**src/hw/lsti_pkg.sv**
```systemverilog
// Purpose: shared constants of the light sensor threshold interrupt block
// Assumes: byte-wide register file behind a command-pointer byte interface
// Notes:   definitions only
`default_nettype none

package lsti_pkg;

    // register pointer values
    localparam int          PTR_W          = 5;
    localparam logic [4:0]  ADDR_IRQ_CTRL  = 5'h02;
    localparam logic [4:0]  ADDR_LOW_LSB   = 5'h03;
    localparam logic [4:0]  ADDR_LOW_MSB   = 5'h04;
    localparam logic [4:0]  ADDR_HIGH_LSB  = 5'h05;
    localparam logic [4:0]  ADDR_HIGH_MSB  = 5'h06;
    localparam logic [4:0]  ADDR_ANALOG    = 5'h07;
    localparam logic [4:0]  ADDR_ID        = 5'h12;
    localparam logic [4:0]  PTR_STEP       = 5'h01;

    // command byte layout
    localparam int          CMD_FLAG_BIT   = 7;
    localparam int          TRANS_HI       = 6;
    localparam int          TRANS_LO       = 5;
    localparam int          CMD_ADDR_HI    = 4;
    localparam logic [1:0]  TRANS_SPECIAL  = 2'h3;

    // irq control layout
    localparam int          HALT_BIT       = 6;
    localparam int          MODE_HI        = 5;
    localparam int          MODE_LO        = 4;
    localparam int          PERS_HI        = 3;
    localparam int          PERS_LO        = 0;
    localparam int          PERS_W         = 4;
    localparam logic [1:0]  MODE_OFF       = 2'h0;
    localparam logic [1:0]  MODE_LEVEL     = 2'h1;
    localparam logic [1:0]  MODE_TEST      = 2'h3;
    localparam logic [3:0]  PERS_EVERY     = 4'h0;
    localparam logic [3:0]  PERS_SINGLE    = 4'h1;

    // analog gain layout
    localparam int          GAIN_HI        = 1;
    localparam int          GAIN_LO        = 0;

    // identification layout
    localparam int          ID_FIELD_W     = 4;

    // reset and fill values
    localparam logic [7:0]  REG_RESET      = 8'h00;
    localparam logic [7:0]  READ_FILL      = 8'h00;
    localparam logic [15:0] THR_RESET      = 16'h0000;

endpackage

`default_nettype wire

```
**src/hw/lsti_core.sv**
```systemverilog
// Purpose: threshold window interrupt with its configuration registers
// Assumes: bytes arrive already framed by the two-wire bus front end
// Notes:   interrupt pin is open drain, drives low only
//
// Behaviour
// - interrupt pin open drain, active low
// - level interrupt held until special clear command
// - halt bit stops integration on interrupt
// - mode field selects off or level output
// - mode code 11 forces interrupt asserted
// - persistence zero fires every conversion
// - persistence one fires on any out-of-window result
// - higher codes need that many out-of-window periods
// - only channel zero result is compared
// - result at or below low threshold is out
// - result above high threshold is out
// - thresholds are byte pairs, low byte first
// - threshold bytes reset to zero
// - first byte with top bit set sets pointer
// - gain field selects one of four gains
// - identification register is constant and read-only
// - control and analog registers reset to zero
`timescale 1ns/1ps
`default_nettype none

module lsti_core #(
    parameter logic [3:0] PART_ID = 4'h5, // arbitrary value
    parameter logic [3:0] REV_ID  = 4'h1  // arbitrary value
) (
    input  wire logic        clk_sys_i,
    input  wire logic        rst_i,
    input  wire logic        wr_valid_i,
    input  wire logic        wr_first_i,
    input  wire logic [7:0]  wr_byte_i,
    input  wire logic        rd_req_i,
    output logic [7:0]       rd_data_o,
    output logic             rd_valid_o,
    input  wire logic        conv_done_i,
    input  wire logic [15:0] ch0_result_i,
    input  wire logic        irq_pin_i,
    output logic             irq_pin_o,
    output logic             irq_pin_oe_o,
    output logic             irq_line_sense_o,
    output logic             integ_halt_o,
    output logic [1:0]       gain_sel_o
);

    // register state
    logic [7:0]  irq_ctrl_ff;
    logic [15:0] low_thr_ff;
    logic [15:0] high_thr_ff;
    logic [1:0]  gain_ff;
    logic [4:0]  ptr_ff;
    logic [4:0]  nxt_ptr;
    logic        irq_flag_ff;
    logic        nxt_irq_flag;
    logic [7:0]  rd_data_ff;
    logic        rd_valid_ff;
    logic        pin_sync1_ff;
    logic        pin_sync2_ff;

    // byte decode
    logic        is_cmd;
    logic        is_data;
    logic        clear_cmd;
    logic        wr_ctrl;
    logic        wr_low_lsb;
    logic        wr_low_msb;
    logic        wr_high_lsb;
    logic        wr_high_msb;
    logic        wr_analog;
    logic [7:0]  rd_mux;

    // interrupt decode
    logic [1:0]  mode;
    logic [3:0]  pers;
    logic        halt_en;
    logic        mode_level;
    logic        mode_test;
    logic        below_low;
    logic        above_high;
    logic        out_of_range;
    logic        fire;
    logic        irq_act;
    logic [3:0]  pers_count;

    // a first byte with its top bit set is a command, never data
    assign is_cmd    = wr_valid_i & wr_first_i & wr_byte_i[lsti_pkg::CMD_FLAG_BIT];
    assign is_data   = wr_valid_i & !is_cmd;
    assign clear_cmd = is_cmd & (wr_byte_i[lsti_pkg::TRANS_HI:lsti_pkg::TRANS_LO]
                                 == lsti_pkg::TRANS_SPECIAL);

    assign wr_ctrl     = is_data & (ptr_ff == lsti_pkg::ADDR_IRQ_CTRL);
    assign wr_low_lsb  = is_data & (ptr_ff == lsti_pkg::ADDR_LOW_LSB);
    assign wr_low_msb  = is_data & (ptr_ff == lsti_pkg::ADDR_LOW_MSB);
    assign wr_high_lsb = is_data & (ptr_ff == lsti_pkg::ADDR_HIGH_LSB);
    assign wr_high_msb = is_data & (ptr_ff == lsti_pkg::ADDR_HIGH_MSB);
    assign wr_analog   = is_data & (ptr_ff == lsti_pkg::ADDR_ANALOG);

    // pointer loads on command, steps after each data byte or read
    assign nxt_ptr = is_cmd ? wr_byte_i[lsti_pkg::CMD_ADDR_HI:0]
                   : (is_data | rd_req_i) ? ptr_ff + lsti_pkg::PTR_STEP
                   : ptr_ff;

    // read selection, reserved bits and unmapped pointers read zero
    assign rd_mux =
        (ptr_ff == lsti_pkg::ADDR_IRQ_CTRL) ? irq_ctrl_ff :
        (ptr_ff == lsti_pkg::ADDR_LOW_LSB)  ? low_thr_ff[7:0] :
        (ptr_ff == lsti_pkg::ADDR_LOW_MSB)  ? low_thr_ff[15:8] :
        (ptr_ff == lsti_pkg::ADDR_HIGH_LSB) ? high_thr_ff[7:0] :
        (ptr_ff == lsti_pkg::ADDR_HIGH_MSB) ? high_thr_ff[15:8] :
        (ptr_ff == lsti_pkg::ADDR_ANALOG)   ? {6'h00, gain_ff} :
        (ptr_ff == lsti_pkg::ADDR_ID)       ? {PART_ID, REV_ID} :
        lsti_pkg::READ_FILL;

    // control fields
    assign mode       = irq_ctrl_ff[lsti_pkg::MODE_HI:lsti_pkg::MODE_LO];
    assign pers       = irq_ctrl_ff[lsti_pkg::PERS_HI:lsti_pkg::PERS_LO];
    assign halt_en    = irq_ctrl_ff[lsti_pkg::HALT_BIT];
    assign mode_level = (mode == lsti_pkg::MODE_LEVEL);
    assign mode_test  = (mode == lsti_pkg::MODE_TEST);

    // window compare on channel zero only
    assign below_low    = ch0_result_i <= low_thr_ff;
    assign above_high   = ch0_result_i > high_thr_ff;
    assign out_of_range = below_low | above_high;

    lsti_persist #(
        .W              (lsti_pkg::PERS_W)
    ) u_persist (
        .clk_sys_i      (clk_sys_i),
        .rst_i          (rst_i),
        .sample_i       (conv_done_i & mode_level),
        .out_of_range_i (out_of_range),
        .clear_i        (clear_cmd),
        .pers_i         (pers),
        .fire_o         (fire),
        .count_o        (pers_count)
    );

    // sticky level flag, a new event beats a clear in the same cycle
    assign nxt_irq_flag = fire ? 1'b1 : clear_cmd ? 1'b0 : irq_flag_ff;

    // off and reserved codes keep the pin released
    assign irq_act = (mode_level & irq_flag_ff) | mode_test;

    // open drain: only ever drive low
    assign irq_pin_o    = 1'b0;
    assign irq_pin_oe_o = irq_act;

    // integration stays halted while the interrupt pin is driven and the halt bit is set
    assign integ_halt_o = halt_en & irq_act;

    assign gain_sel_o       = gain_ff;
    assign rd_data_o        = rd_data_ff;
    assign rd_valid_o       = rd_valid_ff;
    assign irq_line_sense_o = pin_sync2_ff;

    always_ff @(posedge clk_sys_i or posedge rst_i) begin
        if (rst_i) begin
            irq_ctrl_ff <= lsti_pkg::REG_RESET;
            gain_ff     <= lsti_pkg::REG_RESET[1:0];
        end else begin
            if (wr_ctrl) begin
                irq_ctrl_ff <= {1'b0, wr_byte_i[6:0]};
            end
            if (wr_analog) begin
                gain_ff <= wr_byte_i[lsti_pkg::GAIN_HI:lsti_pkg::GAIN_LO];
            end
        end
    end

    always_ff @(posedge clk_sys_i or posedge rst_i) begin
        if (rst_i) begin
            low_thr_ff  <= lsti_pkg::THR_RESET;
            high_thr_ff <= lsti_pkg::THR_RESET;
        end else begin
            if (wr_low_lsb) begin
                low_thr_ff[7:0] <= wr_byte_i;
            end
            if (wr_low_msb) begin
                low_thr_ff[15:8] <= wr_byte_i;
            end
            if (wr_high_lsb) begin
                high_thr_ff[7:0] <= wr_byte_i;
            end
            if (wr_high_msb) begin
                high_thr_ff[15:8] <= wr_byte_i;
            end
        end
    end

    always_ff @(posedge clk_sys_i or posedge rst_i) begin
        if (rst_i) begin
            ptr_ff      <= lsti_pkg::ADDR_IRQ_CTRL;
            irq_flag_ff <= 1'b0;
            rd_data_ff  <= lsti_pkg::READ_FILL;
            rd_valid_ff <= 1'b0;
        end else begin
            ptr_ff      <= nxt_ptr;
            irq_flag_ff <= nxt_irq_flag;
            rd_data_ff  <= rd_req_i ? rd_mux : rd_data_ff;
            rd_valid_ff <= rd_req_i;
        end
    end

    // pin level sense through two flops
    always_ff @(posedge clk_sys_i or posedge rst_i) begin
        if (rst_i) begin
            pin_sync1_ff <= 1'b1;
            pin_sync2_ff <= 1'b1;
        end else begin
            pin_sync1_ff <= irq_pin_i;
            pin_sync2_ff <= pin_sync1_ff;
        end
    end
endmodule

`default_nettype wire

```
**src/hw/lsti_persist.sv**
```systemverilog
// Purpose: persistence filter counting out-of-window conversions
// Assumes: sample_i is a one-cycle pulse per finished conversion
// Notes:   counter saturates at its top value
`timescale 1ns/1ps
`default_nettype none

module lsti_persist #(
    parameter int W = 4
) (
    input  wire logic          clk_sys_i,
    input  wire logic          rst_i,
    input  wire logic          sample_i,
    input  wire logic          out_of_range_i,
    input  wire logic          clear_i,
    input  wire logic [W-1:0]  pers_i,
    output logic               fire_o,
    output logic [W-1:0]       count_o
);

    localparam logic [W-1:0] CNT_ZERO = '0;
    localparam logic [W-1:0] CNT_TOP  = '1;
    localparam logic [W:0]   CNT_ONE  = {{W{1'b0}}, 1'b1};

    logic [W-1:0] cnt_ff;
    logic [W-1:0] nxt_cnt;
    logic [W:0]   cnt_plus;
    logic         reached;

    assign cnt_plus = {1'b0, cnt_ff} + CNT_ONE;
    assign reached  = cnt_plus >= {1'b0, pers_i};
    // zero code fires on every sample, otherwise count of out-of-window results
    assign fire_o   = sample_i & ((pers_i == CNT_ZERO) | (out_of_range_i & reached));
    assign count_o  = cnt_ff;

    always_comb begin
        nxt_cnt = cnt_ff;
        if (clear_i) begin
            nxt_cnt = CNT_ZERO;
        end else if (sample_i & !out_of_range_i) begin
            nxt_cnt = CNT_ZERO;
        end else if (sample_i & (cnt_ff != CNT_TOP)) begin
            nxt_cnt = cnt_plus[W-1:0];
        end
    end

    always_ff @(posedge clk_sys_i or posedge rst_i) begin
        if (rst_i) begin
            cnt_ff <= CNT_ZERO;
        end else begin
            cnt_ff <= nxt_cnt;
        end
    end
endmodule

`default_nettype wire

```
**config.mk**
```make
export PLATFORM = sky130hd
export DESIGN_NAME = lsti_core
export DESIGN_NICKNAME = d
export VERILOG_FILES = /design/src/hw/lsti_pkg.sv /design/src/hw/lsti_core.sv /design/src/hw/lsti_persist.sv
export SDC_FILE = /design/constraint.sdc
export NUM_CORES = 1
export LEC_CHECK = 0
export BUFFER_PORTS_ARGS = -buffer_cell sky130_fd_sc_hd__buf_2
export CAP_MARGIN = 20
export CORE_MARGIN = 4
export CORE_UTILIZATION = 44
export DETAILED_ROUTE_END_ITERATION = 6
export HOLD_SLACK_MARGIN = 0.12
export PLACE_DENSITY = 0.65
export SLEW_MARGIN = 40
export SYNTH_ARGS = -nofsm -noshare
export SYNTH_HDL_FRONTEND = slang
export SYNTH_SLANG_ARGS = --single-unit
```
**constraint.sdc**
```tcl
create_clock -name clk_sys_i -period 2.2 [get_ports clk_sys_i]
set_clock_uncertainty 0.2 [all_clocks]
set_input_delay 0.11 -clock clk_sys_i [delete_from_list [all_inputs] [get_ports clk_sys_i]]
set_output_delay 0.11 -clock clk_sys_i [all_outputs]
set_load 0.005 [all_outputs]
```
==> results.md <==
- Share of cells above drive strength 1: 0.451
- Synth-to-Final Area Change: 40.4%
- Final setup fails: 5
- Worst path max stage delay: approximately 400 ps
- IO buf count: between 40 and 50
- LEAKAGE: 2.56 nW
- Max cap viols: 0
- Async SR Flop Fraction: 1.00
- Synth top area share: 0.382
- Cell Pwr Density: 1160 nW/um2
- Logic pwr share: 0.540
- Post-Syn Area per Cell: roughly 10 um2
- Largest net degree at the start of global routing: 63
- Die width: ~100 um
- # DRC: 0
- Post-synth top flop: dfrtp_1
- Final Power: between 6 and 7 mW
- CTS Buf Count: 9
- CP Data Required Time: between 2000 and 2500 ps
- EDFF count, synth: 0
- Die height: between 100 and 150 um
- Sequential Power Share: 0.322
- Reg clk slew, reported paths: around 60 ps
- Violated checks: negative setup slack
- Routed len/inst: between 15 and 20 um
- HPWL Detailed: between 7 and 8 mm
- Design area: roughly 5400 um2
- Core ar.: around 8400 um2
- WHS: between 100 and 150 ps
- Synth warn: 0
- Critical path startpoint category: flop
- Cells after Synth: 384
- Min-Delay Path Class: input port to flop
- All-Layer GR Usage: 0.224
- Clk Latency, worst-skew pair: approximately 340 ps
- Syn Nets: around 460
- Overflow after GRT: 0
- CP Capture Type: flop
- Status: finished, violations left
- Sw Ratio: 0.389
- Vias in the first global route: about 3600
- Cell variety after synth: 54
- Nets: between 500 and 600
- First-pass GRT wire length: 17.8 mm
- Fin. max-slew vios: 0
- Dominant cells by area after synthesis: dfrtp_1, ha_1, mux2_2
- Int Power: 3.83 mW
- RSZ-0062 raised after global routing: true
- Final GP Congestion: between 0.8 and 0.9
- Initial antenna violation count: 0
- Pre-CTS setup slack: -154 ps
- CP max FO: 5
- Setup slack after layout: -106 ps
- Fin crit share: 1.05
- Layout fillers: between 600 and 700
- Final hold violation count: 0
- FMAX: 434 MHz
- WS Path Type: flop to flop
- CTS Root Buffer Type: clkbuf_8
- Synth Register Bits: 62
- DRT Pass-1 Iters: 4
- CTS Buffer Depth: 2
- Die area: around 10000 um2
- Iteration-0 DRC Markers: 136
- I/O Pins: 46
- Tmin final: approximately 2300 ps
- Clock power frac: 0.138
- Vias per cell: ~5.5
- Initial core utilization: 0.461
- Maximum vdd ir drop: around 610 uV
- Total negative slack: -438 ps
- CP Data Arrival Time: between 2000 and 2500 ps
- CP max stage cell: dfrtp_1
- P_sw: ~2.4 mW
- Vias post-DR: 3471
- Clk sink count: 62
- DP Area: around 4600 um2
- WL final: around 11 mm
- Antenna diodes: 0
- Post-Syn Area: roughly 3900 um2
- Crit path cell chain: inv_2, ha_4, a21oi_2, o21ai_1, a221o_1, o31a_1, a221oi_4, buf_6, a21oi_1
- Sequential-to-total area share from yosys stat: 0.403
- Rows: 33
- ANT nets after route: 0
- CTS tree: done
- R2R Setup Slk: -110 ps
- H-tree depth: 3
- Largest area contributor in the synthesized netlist: dfrtp_1
state kept, by name, indices dropped and copies added (netlist names):
| signal | cells |
|---|---|
| irq_line_sense_o | 1 |
| rd_data_o | 8 |
| high_thr_ff | 16 |
| irq_ctrl_ff | 7 |
| pin_sync1_ff | 1 |
| low_thr_ff | 16 |
| irq_flag_ff | 1 |
| rd_valid_o | 1 |
| gain_sel_o | 2 |
| ptr_ff | 5 |
| u_persist.count_o | 4 |
routing by layer:
layer | GRT usage | vias to the layer above | wire (um)
met2 | 0.370 | 100 | 5480
li1 | - | 1640 | -
met1 | 0.291 | 1714 | 4900
met3 | 0.0592 | 17 | 568
met5 | 0 | - | 0
met4 | 0.0583 | 0 | 204
worst max-delay path, delay by kind of cell (launching register included):
| family | cells | cell delay, ps |
|---|---|---|
| flip-flops | 1 | 400 |
| AO/OA/AOI/OAI | 6 | 1140 |
| buffers and inverters | 2 | 240 |
| adder cells (fa/ha/maj) | 1 | 200 |
cells in the final DEF, fill, tap and decap left out, types with 8 or more instances in the layout:
cell / netlist / final
inv_1: 44 / 28
nand2_1: 27 / 26
clkbuf_8: 0 / 10
nor2_1: 16 / 14
dfrtp_1: 59 / 59
a21oi_2: 1 / 10
ha_1: 41 / 22
o21ai_1: 1 / 8
ha_4: 0 / 19
buf_2: 3 / 43
dlygate4sd3_1: 0 / 18
inv_2: 0 / 16
nand3_1: 12 / 11
buf_4: 1 / 66
mux2_2: 45 / 45
a21oi_1: 37 / 28
final timing paths:
check | to | startpoint | depth (start not counted)
worst max register to register | u_persist.count_o[2] | high_thr_ff[5] | 9
worst min register to register | irq_line_sense_o | pin_sync1_ff | 0
worst max-delay path | u_persist.count_o[2] | high_thr_ff[5] | 9
min in group asynchronous | rd_data_o[3] | rst_i | 4
max in group asynchronous | ptr_ff[1] | rst_i | 4
worst min-delay path | ptr_ff[1] | wr_byte_i[7] | 4
through the flow:
stage | utilization | cells
after global placement | 0.546 | 573
after floorplan | - | 384
final | 0.647 | 628
after global routing | 0.647 | 628
after detailed placement | 0.546 | 573
after CTS | 0.612 | 614
cells in the mapped netlist, types with 5 or more instances:
library cell  count
nand2_1          27
ha_1             41
nand3_1          12
dfrtp_1          59
clkbuf_1          5
a22oi_1           6
a21oi_1          37
inv_1            44
a21o_1            6
mux2_2           45
o21ai_0          14
nor2_1           16
power groups by stage:
stage | combinational, mW | sequential, mW | clock (mW)
floorplan | 1.67 | 1.89 | 0
global placement | 2.62 | 1.98 | 0
detailed placement | 2.71 | 2.00 | 0
CTS | 2.96 | 2.00 | 0.890
global route | 3.72 | 2.08 | 0.952
finish | 3.39 | 2.02 | 0.865
timing repair:
item,in CTS,in global routing
setup endpoints to repair,12,13
pin swaps,19,26
gates resized for setup,29,45
setup buffers,7,15
endpoints found under the hold margin,123,1
hold buffers,18,1
final cells by class:
type,count,area [um2],share of cell area
Multi-Input combinational cell,269,2440,0.449
Sequential cell,62,1560,0.287
Tap cell,105,131,0.0242
Inverter,44,165,0.0305
Timing Repair Buffer,132,966,0.178
Clock buffer,12,145,0.0268
Clock inverter,4,22.5,0.00415
kinds of logic after synthesis:
kind of cell / synth area share
XOR/XNOR: 0.00907
adder cells (fa/ha/maj): 0.133
AND/OR/NAND/NOR: 0.112
AO/OA/AOI/OAI: 0.152
multiplexers: 0.137
flip-flops: 0.403
other: 0.000971
buffers and inverters: 0.0535
Note: power is estimated with default switching activity, not from simulation.
